$ cat src/rar_pkg.sv
// package for the right record input routing register pair
// assumes a simple internal register port: address, write strobe, write data, read data
`default_nettype none
package rar_pkg;
  localparam int ADDR_W = 7;
  localparam int DATA_W = 8;
  localparam logic [6:0] LINE_ONE_ROUTE_OFFS = 7'h16;
  localparam logic [6:0] LINE_TWO_ROUTE_OFFS = 7'h17;
  localparam int DIFF_BIT = 7;
  localparam int LEVEL_MSB = 6;
  localparam int LEVEL_LSB = 3;
  localparam int POWER_BIT = 2;
  localparam int BIAS_BIT = 2;
  localparam int STEP_MSB = 1;
  localparam int STEP_LSB = 0;
  localparam logic [3:0] LEVEL_MAX_CODE = 4'h8;
  localparam logic [3:0] LEVEL_OPEN_CODE = 4'hF;
  localparam logic [7:0] LINE_ONE_RESET = 8'h78;
  localparam logic [7:0] LINE_TWO_RESET = 8'h78;
  localparam logic [1:0] STEP_ONE_FS = 2'h0;
  localparam logic [1:0] STEP_TWO_FS = 2'h1;
  typedef enum logic [1:0] {
    RAR_STEP_EVERY = 2'b00,
    RAR_STEP_EVERY_TWO = 2'b01,
    RAR_STEP_OFF = 2'b10
  } rar_step_e;
endpackage : rar_pkg
`default_nettype wire

$ cat src/rar_line_route.sv
// one right line input: level code to mixer connect and attenuation
// assumes a level code from the register bank in the same clock domain
`default_nettype none
module rar_line_route (
  input wire logic [3:0] level_code,
  output logic connect,
  output logic [3:0] atten_steps
);
  import rar_pkg::*;
  // codes 0..8 connect; 15 and the reserved codes leave the input open
  assign connect = (level_code <= LEVEL_MAX_CODE);
  assign atten_steps = connect ? level_code : 4'h0;
endmodule : rar_line_route
`default_nettype wire

$ cat src/rar_route_regs.sv
// right record input routing register pair and its decoded controls
// assumes a host register port on core_clk; writes take effect on the strobe edge
`default_nettype none
// Function
// first register bit 7 selects input-one differential
// second register bit 7 selects input-two differential
// host keeps shared input mode consistent; the bench writes opposite bit 7 values to the two registers
// level field bits 6:3, 1.5 dB steps
// valid level code connects input to mixer
// code 1111 disconnects; reset value 1111
// host never writes codes 1001 to 1110
// first register bit 2 powers converter
// bits 1:0 choose soft-stepping rate
// second register bit 2 enables weak bias
// second register bits 1:0 read zero
// writes update at once, reads return them
module rar_route_regs (
  input wire logic core_clk,
  input wire logic rst,
  input wire logic [rar_pkg::ADDR_W-1:0] reg_addr,
  input wire logic reg_wr,
  input wire logic [rar_pkg::DATA_W-1:0] reg_wdata,
  output logic [rar_pkg::DATA_W-1:0] reg_rdata,
  output logic right_line_input_one_diff,
  output logic right_line_input_two_diff,
  output logic right_line_input_one_connect,
  output logic right_line_input_two_connect,
  output logic [3:0] right_line_input_one_atten,
  output logic [3:0] right_line_input_two_atten,
  output logic right_adc_power_up,
  output logic unselected_bias_en,
  output logic input_gain_stage_step_en,
  output logic input_gain_stage_step_two_fs
);
  import rar_pkg::*;

  // ----------------------------------------
  // register storage
  // ----------------------------------------
  logic [7:0] line_one_reg;
  logic [5:0] line_two_reg;
  wire sel_one = (reg_addr == LINE_ONE_ROUTE_OFFS);
  wire sel_two = (reg_addr == LINE_TWO_ROUTE_OFFS);
  wire wr_one = reg_wr && sel_one;
  wire wr_two = reg_wr && sel_two;

  always_ff @(posedge core_clk or posedge rst) begin
    if (rst) begin
      line_one_reg <= LINE_ONE_RESET;
    end else if (wr_one) begin
      line_one_reg <= reg_wdata;
    end
  end

  always_ff @(posedge core_clk or posedge rst) begin
    if (rst) begin
      line_two_reg <= LINE_TWO_RESET[7:2];
    end else if (wr_two) begin
      line_two_reg <= reg_wdata[7:2];
    end
  end

  // ----------------------------------------
  // read back
  // ----------------------------------------
  wire [7:0] line_two_view = {line_two_reg, 2'b00};
  assign reg_rdata = sel_one ? line_one_reg : (sel_two ? line_two_view : 8'h00);

  // ----------------------------------------
  // decoded controls
  // ----------------------------------------
  assign right_line_input_one_diff = line_one_reg[DIFF_BIT];
  assign right_line_input_two_diff = line_two_reg[DIFF_BIT-2];
  assign right_adc_power_up = line_one_reg[POWER_BIT];
  assign unselected_bias_en = line_two_reg[BIAS_BIT-2];
  wire [1:0] step_code = line_one_reg[STEP_MSB:STEP_LSB];
  assign input_gain_stage_step_en = (step_code == STEP_ONE_FS) || (step_code == STEP_TWO_FS);
  assign input_gain_stage_step_two_fs = (step_code == STEP_TWO_FS);

  rar_line_route u_line_one (
    .level_code(line_one_reg[LEVEL_MSB:LEVEL_LSB]),
    .connect(right_line_input_one_connect),
    .atten_steps(right_line_input_one_atten)
  );

  rar_line_route u_line_two (
    .level_code(line_two_reg[LEVEL_MSB-2:LEVEL_LSB-2]),
    .connect(right_line_input_two_connect),
    .atten_steps(right_line_input_two_atten)
  );

  // ----------------------------------------
  // checks
  // ----------------------------------------
  property p_one_write;
    @(posedge core_clk) disable iff (rst) wr_one |=> (line_one_reg == $past(reg_wdata));
  endproperty
  a_one_write: assert property (p_one_write) else $error("line one write lost");

  property p_two_write;
    @(posedge core_clk) disable iff (rst) wr_two |=> (line_two_view == {$past(reg_wdata[7:2]), 2'b00});
  endproperty
  a_two_write: assert property (p_two_write) else $error("line two write lost");

  property p_two_low_zero;
    @(posedge core_clk) disable iff (rst) sel_two |-> (reg_rdata[1:0] == 2'b00);
  endproperty
  a_two_low_zero: assert property (p_two_low_zero) else $error("reserved bits not zero");

  property p_connect_one;
    @(posedge core_clk) disable iff (rst)
      wr_one && (reg_wdata[6:3] <= LEVEL_MAX_CODE) |=> right_line_input_one_connect;
  endproperty
  a_connect_one: assert property (p_connect_one) else $error("input one not connected");

  property p_open_two;
    @(posedge core_clk) disable iff (rst)
      wr_two && (reg_wdata[6:3] == LEVEL_OPEN_CODE) |=> !right_line_input_two_connect;
  endproperty
  a_open_two: assert property (p_open_two) else $error("input two not disconnected");

  property p_power;
    @(posedge core_clk) disable iff (rst) wr_one |=> (right_adc_power_up == $past(reg_wdata[2]));
  endproperty
  a_power: assert property (p_power) else $error("power bit wrong");

  property p_step;
    @(posedge core_clk) disable iff (rst) wr_one && reg_wdata[1] |=> !input_gain_stage_step_en;
  endproperty
  a_step: assert property (p_step) else $error("stepping not disabled");

  property p_bias;
    @(posedge core_clk) disable iff (rst) wr_two |=> (unselected_bias_en == $past(reg_wdata[2]));
  endproperty
  a_bias: assert property (p_bias) else $error("bias bit wrong");

  property p_diff;
    @(posedge core_clk) disable iff (rst)
      wr_one ##1 !wr_one |-> (right_line_input_one_diff == $past(reg_wdata[7]));
  endproperty
  a_diff: assert property (p_diff) else $error("diff select wrong");

  property p_diff_two;
    @(posedge core_clk) disable iff (rst) wr_two |=> (right_line_input_two_diff == $past(reg_wdata[7]));
  endproperty
  a_diff_two: assert property (p_diff_two) else $error("input two diff wrong");

  property p_connect_two;
    @(posedge core_clk) disable iff (rst)
      wr_two && (reg_wdata[6:3] <= LEVEL_MAX_CODE) |=> right_line_input_two_connect;
  endproperty
  a_connect_two: assert property (p_connect_two) else $error("input two not connected");

  property p_open_one;
    @(posedge core_clk) disable iff (rst)
      wr_one && (reg_wdata[6:3] == LEVEL_OPEN_CODE) |=> !right_line_input_one_connect;
  endproperty
  a_open_one: assert property (p_open_one) else $error("input one not disconnected");

  property p_open_atten_two;
    @(posedge core_clk) disable iff (rst)
      wr_two && (reg_wdata[6:3] == LEVEL_OPEN_CODE) |=> (right_line_input_two_atten == 4'h0);
  endproperty
  a_open_atten_two: assert property (p_open_atten_two) else $error("open input two attenuated");

  property p_atten_one;
    @(posedge core_clk) disable iff (rst)
      wr_one && (reg_wdata[6:3] <= LEVEL_MAX_CODE) |=> (right_line_input_one_atten == $past(reg_wdata[6:3]));
  endproperty
  a_atten_one: assert property (p_atten_one) else $error("input one level wrong");

  property p_atten_two;
    @(posedge core_clk) disable iff (rst)
      wr_two && (reg_wdata[6:3] <= LEVEL_MAX_CODE) |=> (right_line_input_two_atten == $past(reg_wdata[6:3]));
  endproperty
  a_atten_two: assert property (p_atten_two) else $error("input two level wrong");

  property p_step_on;
    @(posedge core_clk) disable iff (rst)
      wr_one && !reg_wdata[1] |=> input_gain_stage_step_en;
  endproperty
  a_step_on: assert property (p_step_on) else $error("stepping not enabled");

  property p_step_two;
    @(posedge core_clk) disable iff (rst)
      wr_one |=> (input_gain_stage_step_two_fs == ($past(reg_wdata[1:0]) == STEP_TWO_FS));
  endproperty
  a_step_two: assert property (p_step_two) else $error("stepping rate wrong");

  // ----------------------------------------
  // hold, unmapped and reset checks
  // ----------------------------------------

  property p_one_hold;
    @(posedge core_clk) disable iff (rst)
      !wr_one |=> $stable(line_one_reg);
  endproperty
  a_one_hold: assert property (p_one_hold) else $error("line one moved without write");

  property p_two_hold;
    @(posedge core_clk) disable iff (rst)
      !wr_two |=> $stable(line_two_reg);
  endproperty
  a_two_hold: assert property (p_two_hold) else $error("line two moved without write");

  property p_unmapped_zero;
    @(posedge core_clk) disable iff (rst)
      !sel_one && !sel_two |-> (reg_rdata == 8'h00);
  endproperty
  a_unmapped_zero: assert property (p_unmapped_zero) else $error("unmapped read not zero");

  property p_reset_one;
    @(posedge core_clk)
      rst |=> (line_one_reg == LINE_ONE_RESET);
  endproperty
  a_reset_one: assert property (p_reset_one) else $error("line one reset value wrong");

  property p_reset_two;
    @(posedge core_clk)
      rst |=> (line_two_view == LINE_TWO_RESET);
  endproperty
  a_reset_two: assert property (p_reset_two) else $error("line two reset value wrong");
endmodule : rar_route_regs
`default_nettype wire

$ cat config.mk
export PLATFORM = sky130hd
export DESIGN_NAME = rar_route_regs
export DESIGN_NICKNAME = d
export VERILOG_FILES = /design/src/rar_pkg.sv /design/src/rar_line_route.sv /design/src/rar_route_regs.sv
export SDC_FILE = /design/constraint.sdc
export NUM_CORES = 1
export LEC_CHECK = 0
export BUFFER_PORTS_ARGS = -buffer_cell sky130_fd_sc_hd__buf_2
export CORE_UTILIZATION = 47
export DETAILED_ROUTE_END_ITERATION = 6
export PLACE_DENSITY = 0.82
export SLEW_MARGIN = 10
export SYNTH_ARGS = -nofsm -noshare
export SYNTH_HDL_FRONTEND = slang
export SYNTH_HIERARCHICAL = 1
export SYNTH_SLANG_ARGS = --single-unit
$ cat constraint.sdc
create_clock -name core_clk -period 1.1 [get_ports core_clk]
set_input_delay 0.11 -clock core_clk [delete_from_list [all_inputs] [get_ports core_clk]]
set_output_delay 0.11 -clock core_clk [all_outputs]
set_load 0.005 [all_outputs]
-- After elaboration in Yosys (flattened, before gate mapping)
Cells that the tools add are included.
- $lt $le $gt $ge: 2
- equal/unequal tests: 3
- multiplexer cells: 4
- reduce and logical (&&, ||, !) cells: 4
- operators by type and width (operator ; number):
    $mux 8 ; 2
    $eq 7x5->1 const B ; 2
    $le 4x4->1 const B ; 2
    $mux 4 ; 2
    $eq 2x1->1 const B ; 1
    $logic_and 1x1->1 ; 2
    $logic_not 2->1 ; 1
    $logic_or 1x1->1 ; 1
- register bits after elaboration: 14
- logic and storage cells: 15

-- Logic depth before layout (Yosys ltp)
- word-level depth: 3
- gate-level depth with buffers: 4

-- Hierarchy
Netlist, hierarchy kept.
- modules (own cells, without submodules) (module ; instances ; cells an instance ; area an instance (µm²)):
    rar_route_regs ; 1 ; 53 ; 745.7
    rar_line_route ; 2 ; 5 ; 41.3

-- Worst setup path before layout
Ideal clock, no wire load.
- kind: input-to-reg
- start point: input reg_addr[3] (netlist name)
- end point: register line_two_reg[0]
- library setup time: 0.125 ns
- data arrival time: 1.033 ns
- required time: 0.975 ns
- slack: -0.058 ns
- stages: 4
- cell sequence: and3b_1 -> and4_4 -> buf_8 -> mux2_4
- longest elaborated chain between the ends: 2
- ends and longest elaborated chain (what ; line ; RTL):
    start, declared ; rar_route_regs.sv:20 ; input wire logic [rar_pkg::ADDR_W-1:0] reg_addr,
    $eq 7x5->1 ; rar_route_regs.sv:43 ; wire sel_two = (reg_addr == LINE_TWO_ROUTE_OFFS);
    $logic_and 1x1->1 ; rar_route_regs.sv:45 ; wire wr_two = reg_wr && sel_two;
    end signal, assigned ; rar_route_regs.sv:57 ; line_two_reg <= LINE_TWO_RESET[7:2];
    end signal, assigned ; rar_route_regs.sv:59 ; line_two_reg <= reg_wdata[7:2];
    end, declared ; rar_route_regs.sv:41 ; logic [5:0] line_two_reg;
Every way passes these cells.
A chain may end at the register's enable or synchronous reset.

-- Worst setup path in the final report
- start point: register line_one_reg[6]
- end point: output right_line_input_one_atten[3]
- longest elaborated chain between the ends: 2
- ends and longest elaborated chain (what ; line ; RTL):
    start, declared ; rar_route_regs.sv:40 ; logic [7:0] line_one_reg;
    start signal, assigned ; rar_route_regs.sv:51 ; line_one_reg <= reg_wdata;
    $le 4x4->1 ; rar_line_route.sv:11 ; assign connect = (level_code <= LEVEL_MAX_CODE);
    $mux 4 (*) ; rar_line_route.sv:12 ; assign atten_steps = connect ? level_code : 4'h0;
    end, declared ; rar_route_regs.sv:28 ; output logic [3:0] right_line_input_one_atten,
Mark *: on every way between the ends. The rest lies on a longest branch, timed or not.

==> flow_metrics.env <==
export IMPL_coreArea_mm2=0.00158
export IMPL_placed_area_mm2=0.00106
export IMPL_ys_ff_latch=14
export IMPL_synth_compound_area_share_pct=1.81
export IMPL_io_buffers=41
export IMPL_synth_area_um2=828
export IMPL_synth_seq_area_share_pct=43.5
export IMPL_clock_skew_ns=0
export IMPL_arrival_ns=1.19
export IMPL_worstSetupEndpointType="primary output"
export IMPL_fin_crit_ns=1.30
export IMPL_drt_pre_antenna_iters=6
export IMPL_setup_ws_ns=-0.204
export IMPL_die_w_um=44.0
export IMPL_worst_slew_pin_slew_ns=0.542
export IMPL_slew_headroom_pct=63.8
export IMPL_synthDistinctLibCells=19
export IMPL_synth_mux_area_share_pct=29.0
export IMPL_fillers=113
export IMPL_overflow=0
export IMPL_path_cells="nor4b_4, buf_2"
export IMPL_grtUsageTotal_pct=21.6
export IMPL_crit_buf_inv=1
export IMPL_cts_buffer_depth=2
export IMPL_combPwrFrac_pct=22.7
export IMPL_synth_xor_area_share_pct=0
export IMPL_final_nets=136
export IMPL_final_area_mm2=0.00120
export IMPL_routed_via_density=5.26
export IMPL_maxSlewViolCount=0
export IMPL_crit_fanout=4
export IMPL_fin_crit_sh_pct=119
export IMPL_drt_wirelength_per_cell_um=14.6
export IMPL_n_antenna_cell=0
export IMPL_clkLatencyLatePin_ns=0.29
export IMPL_violations="DRC, setup timing"
export IMPL_synthToLayoutAreaGrowth_pct=44.6
export IMPL_synth_simple_area_share_pct=22.4
export IMPL_first_iter_violations=15
export IMPL_wirelength_um=1940
export IMPL_layout_drive_gt1_share_pct=73.5
export IMPL_seqPwrFrac_pct=51.0
export IMPL_grt_pass1_wl_um=2970
export IMPL_pre_cts_slack_ns=-0.116
export IMPL_switchingPower_uw=333
export IMPL_ir_drop_mv=0.616
export IMPL_largest_register_ffs=8
export IMPL_switching_share_pct=27.2
export IMPL_cts_root_buf="clkbuf_4"
export IMPL_vias=700
export IMPL_drc=4
export IMPL_ant_nets=0
export IMPL_num_io_pins=42
export IMPL_syn_inst=63
export IMPL_grt_pass1_vias=651
export IMPL_initial_core_util_pct=52.5
export IMPL_fmax_ghz=0.767
export IMPL_yosys_area_share_adder_pct=0
export IMPL_power_density_mw_per_mm2=1020
export IMPL_p_leak_uw=0.000665
export IMPL_rsz0062_at_grt="true"
export IMPL_dieArea_mm2=0.00193
export IMPL_syn_nets=81
export IMPL_path_class="reg2out"
export IMPL_hold_viol=0
export IMPL_hp_class="in2reg"
export IMPL_status="finished with violations"
export IMPL_slowest_stage="dfstp_2"
export IMPL_h_tree_depth=1
export IMPL_synth_warnings=6
export IMPL_cts_tree="built"
export IMPL_globalplace_congestion=0.740
export IMPL_crit_family="flip-flops"
export IMPL_crit_required_ns=0.99
export IMPL_cts_buffers=3
export IMPL_setup_viol_count_final=15
export IMPL_clock_sinks=14
export IMPL_antenna_found_initial=0
export IMPL_grt_max_degree=15
export IMPL_drv_cap=0
export IMPL_num_rows=14
export IMPL_die_h_um=44.0
export IMPL_clkSlewWorstSetupHoldPaths_ns=0.09
export IMPL_cp_start_kind="flip-flop"
export IMPL_syn_area_per_cell_um2=13.1
export IMPL_fin_setup_tns_ns=-2.26
export IMPL_synth_top_family_by_area="multiplexers"
export IMPL_p_int_uw=894
export IMPL_critical_path_max_stage_delay_ns=0.58
export IMPL_p_clk_share_pct=26.2
-- metal layers --
layer	GRT usage, %	part of all wire, %
met1	29.2	43
met2	33.4	50
met3	2.50	4.4
met4	12.7	2.0
met5	0	0
-- worst reg2reg max path: cells and delay by family, from the launching register on --
kind | cells | cell delay, ns
buf+inv | 2 | 0.24
flops | 1 | 0.38
mux | 1 | 0.27
-- repair_timing --
action / 4_1_cts / 5_1_grt
hold buffers: 1 / 0
hold endpoints to repair: 6 / 0
setup buffers: 6 / 1
endpoints found under the setup margin: 18 / 18
pin swaps: 0 / 5
gates resized for setup: 3 / 7
-- power by group through the flow --
| stage | registers [µW] | clock network [µW] | logic, µW |
|---|---|---|---|
| final | 626 | 322 | 279 |
| after global placement | 633 | 0 | 213 |
| after CTS | 625 | 321 | 264 |
| after detailed placement | 638 | 0 | 222 |
| after floorplan | 624 | 0 | 121 |
| after global routing | 634 | 338 | 299 |
-- placed cells by master, fill, tap and decap left out, drive strengths merged --
cell / netlist / routed
and2: 2 / 2
and3b: 2 / 2
and4: 1 / 1
buf: 2 / 51
clkbuf: 0 / 4
dfrtp: 6 / 6
dfstp: 8 / 8
dlygate4sd3: 0 / 1
inv: 2 / 2
mux2: 14 / 14
mux2i: 6 / 6
nand2: 1 / 1
nand4b: 1 / 1
nor2: 6 / 6
nor2b: 7 / 7
nor3b: 1 / 1
nor4b: 2 / 2
o31ai: 2 / 2
-- layout make-up --
type / count / area [µm²] / share of cell area, %
Clock buffer: 4 / 26.3 / 2.19
Inverter: 2 / 7.51 / 0.627
Multi-Input combinational cell: 45 / 463 / 38.7
Sequential cell: 14 / 360 / 30.1
Tap cell: 16 / 20.0 / 1.67
Timing Repair Buffer: 52 / 320 / 26.8
-- metrics by stage --
stage                     util [%]  hold slack (ns)  power, µW  cells
after floorplan                  -         -0.00651        745     63
after global placement        67.5            0.161        846    122
after detailed placement      67.5            0.168        859    122
after CTS                     73.3           0.0481       1210    132
after global routing          76.0           0.0518       1270    133
final                         76.0           0.0479       1230    133
-- logic make-up (layout without fill, tap and decap cells) --
| kind of cell | count (synthesis) | after routing |
|---|---|---|
| and+or+nand+nor | 23 | 23 |
| muxes | 20 | 20 |
| DFF | 14 | 14 |
| buffers and inverters | 4 | 58 |
| AOI/OAI and AO/OA | 2 | 2 |
-- path summary, 6_finish.rpt --
kind | slack, ns | to | cells after the start | start
min in group asynchronous | 0.40 | line_one_reg[7] | 3 | rst
max | -0.20 | right_line_input_one_atten[3] | 2 | line_one_reg[6]
min reg2reg | 0.53 | line_one_reg[2] | 1 | line_one_reg[2]
max reg2reg | 0.14 | line_two_reg[4] | 3 | line_two_reg[4]
max in group asynchronous | 0.33 | line_one_reg[6] | 3 | rst
min | 0.05 | line_one_reg[1] | 2 | reg_wdata[1]
-- synthesized netlist by cell type (all sizes together) --
| master | instances | share of area (%) |
|---|---|---|
| nor4b | 2 | 3.6 |
| and4 | 1 | 1.4 |
| nor2b | 7 | 5.3 |
| buf | 2 | 2.4 |
| inv | 2 | 0.91 |
| nand4b | 1 | 2.9 |
| mux2i | 6 | 7.3 |
| dfstp | 8 | 25 |
| nor2 | 6 | 2.7 |
| dfrtp | 6 | 18 |
| and2 | 2 | 1.5 |
| mux2 | 14 | 22 |
| nand2 | 1 | 0.45 |
| and3b | 2 | 2.3 |
| o31ai | 2 | 1.8 |
| nor3b | 1 | 2.3 |
Power figures use the tool's default switching activity.
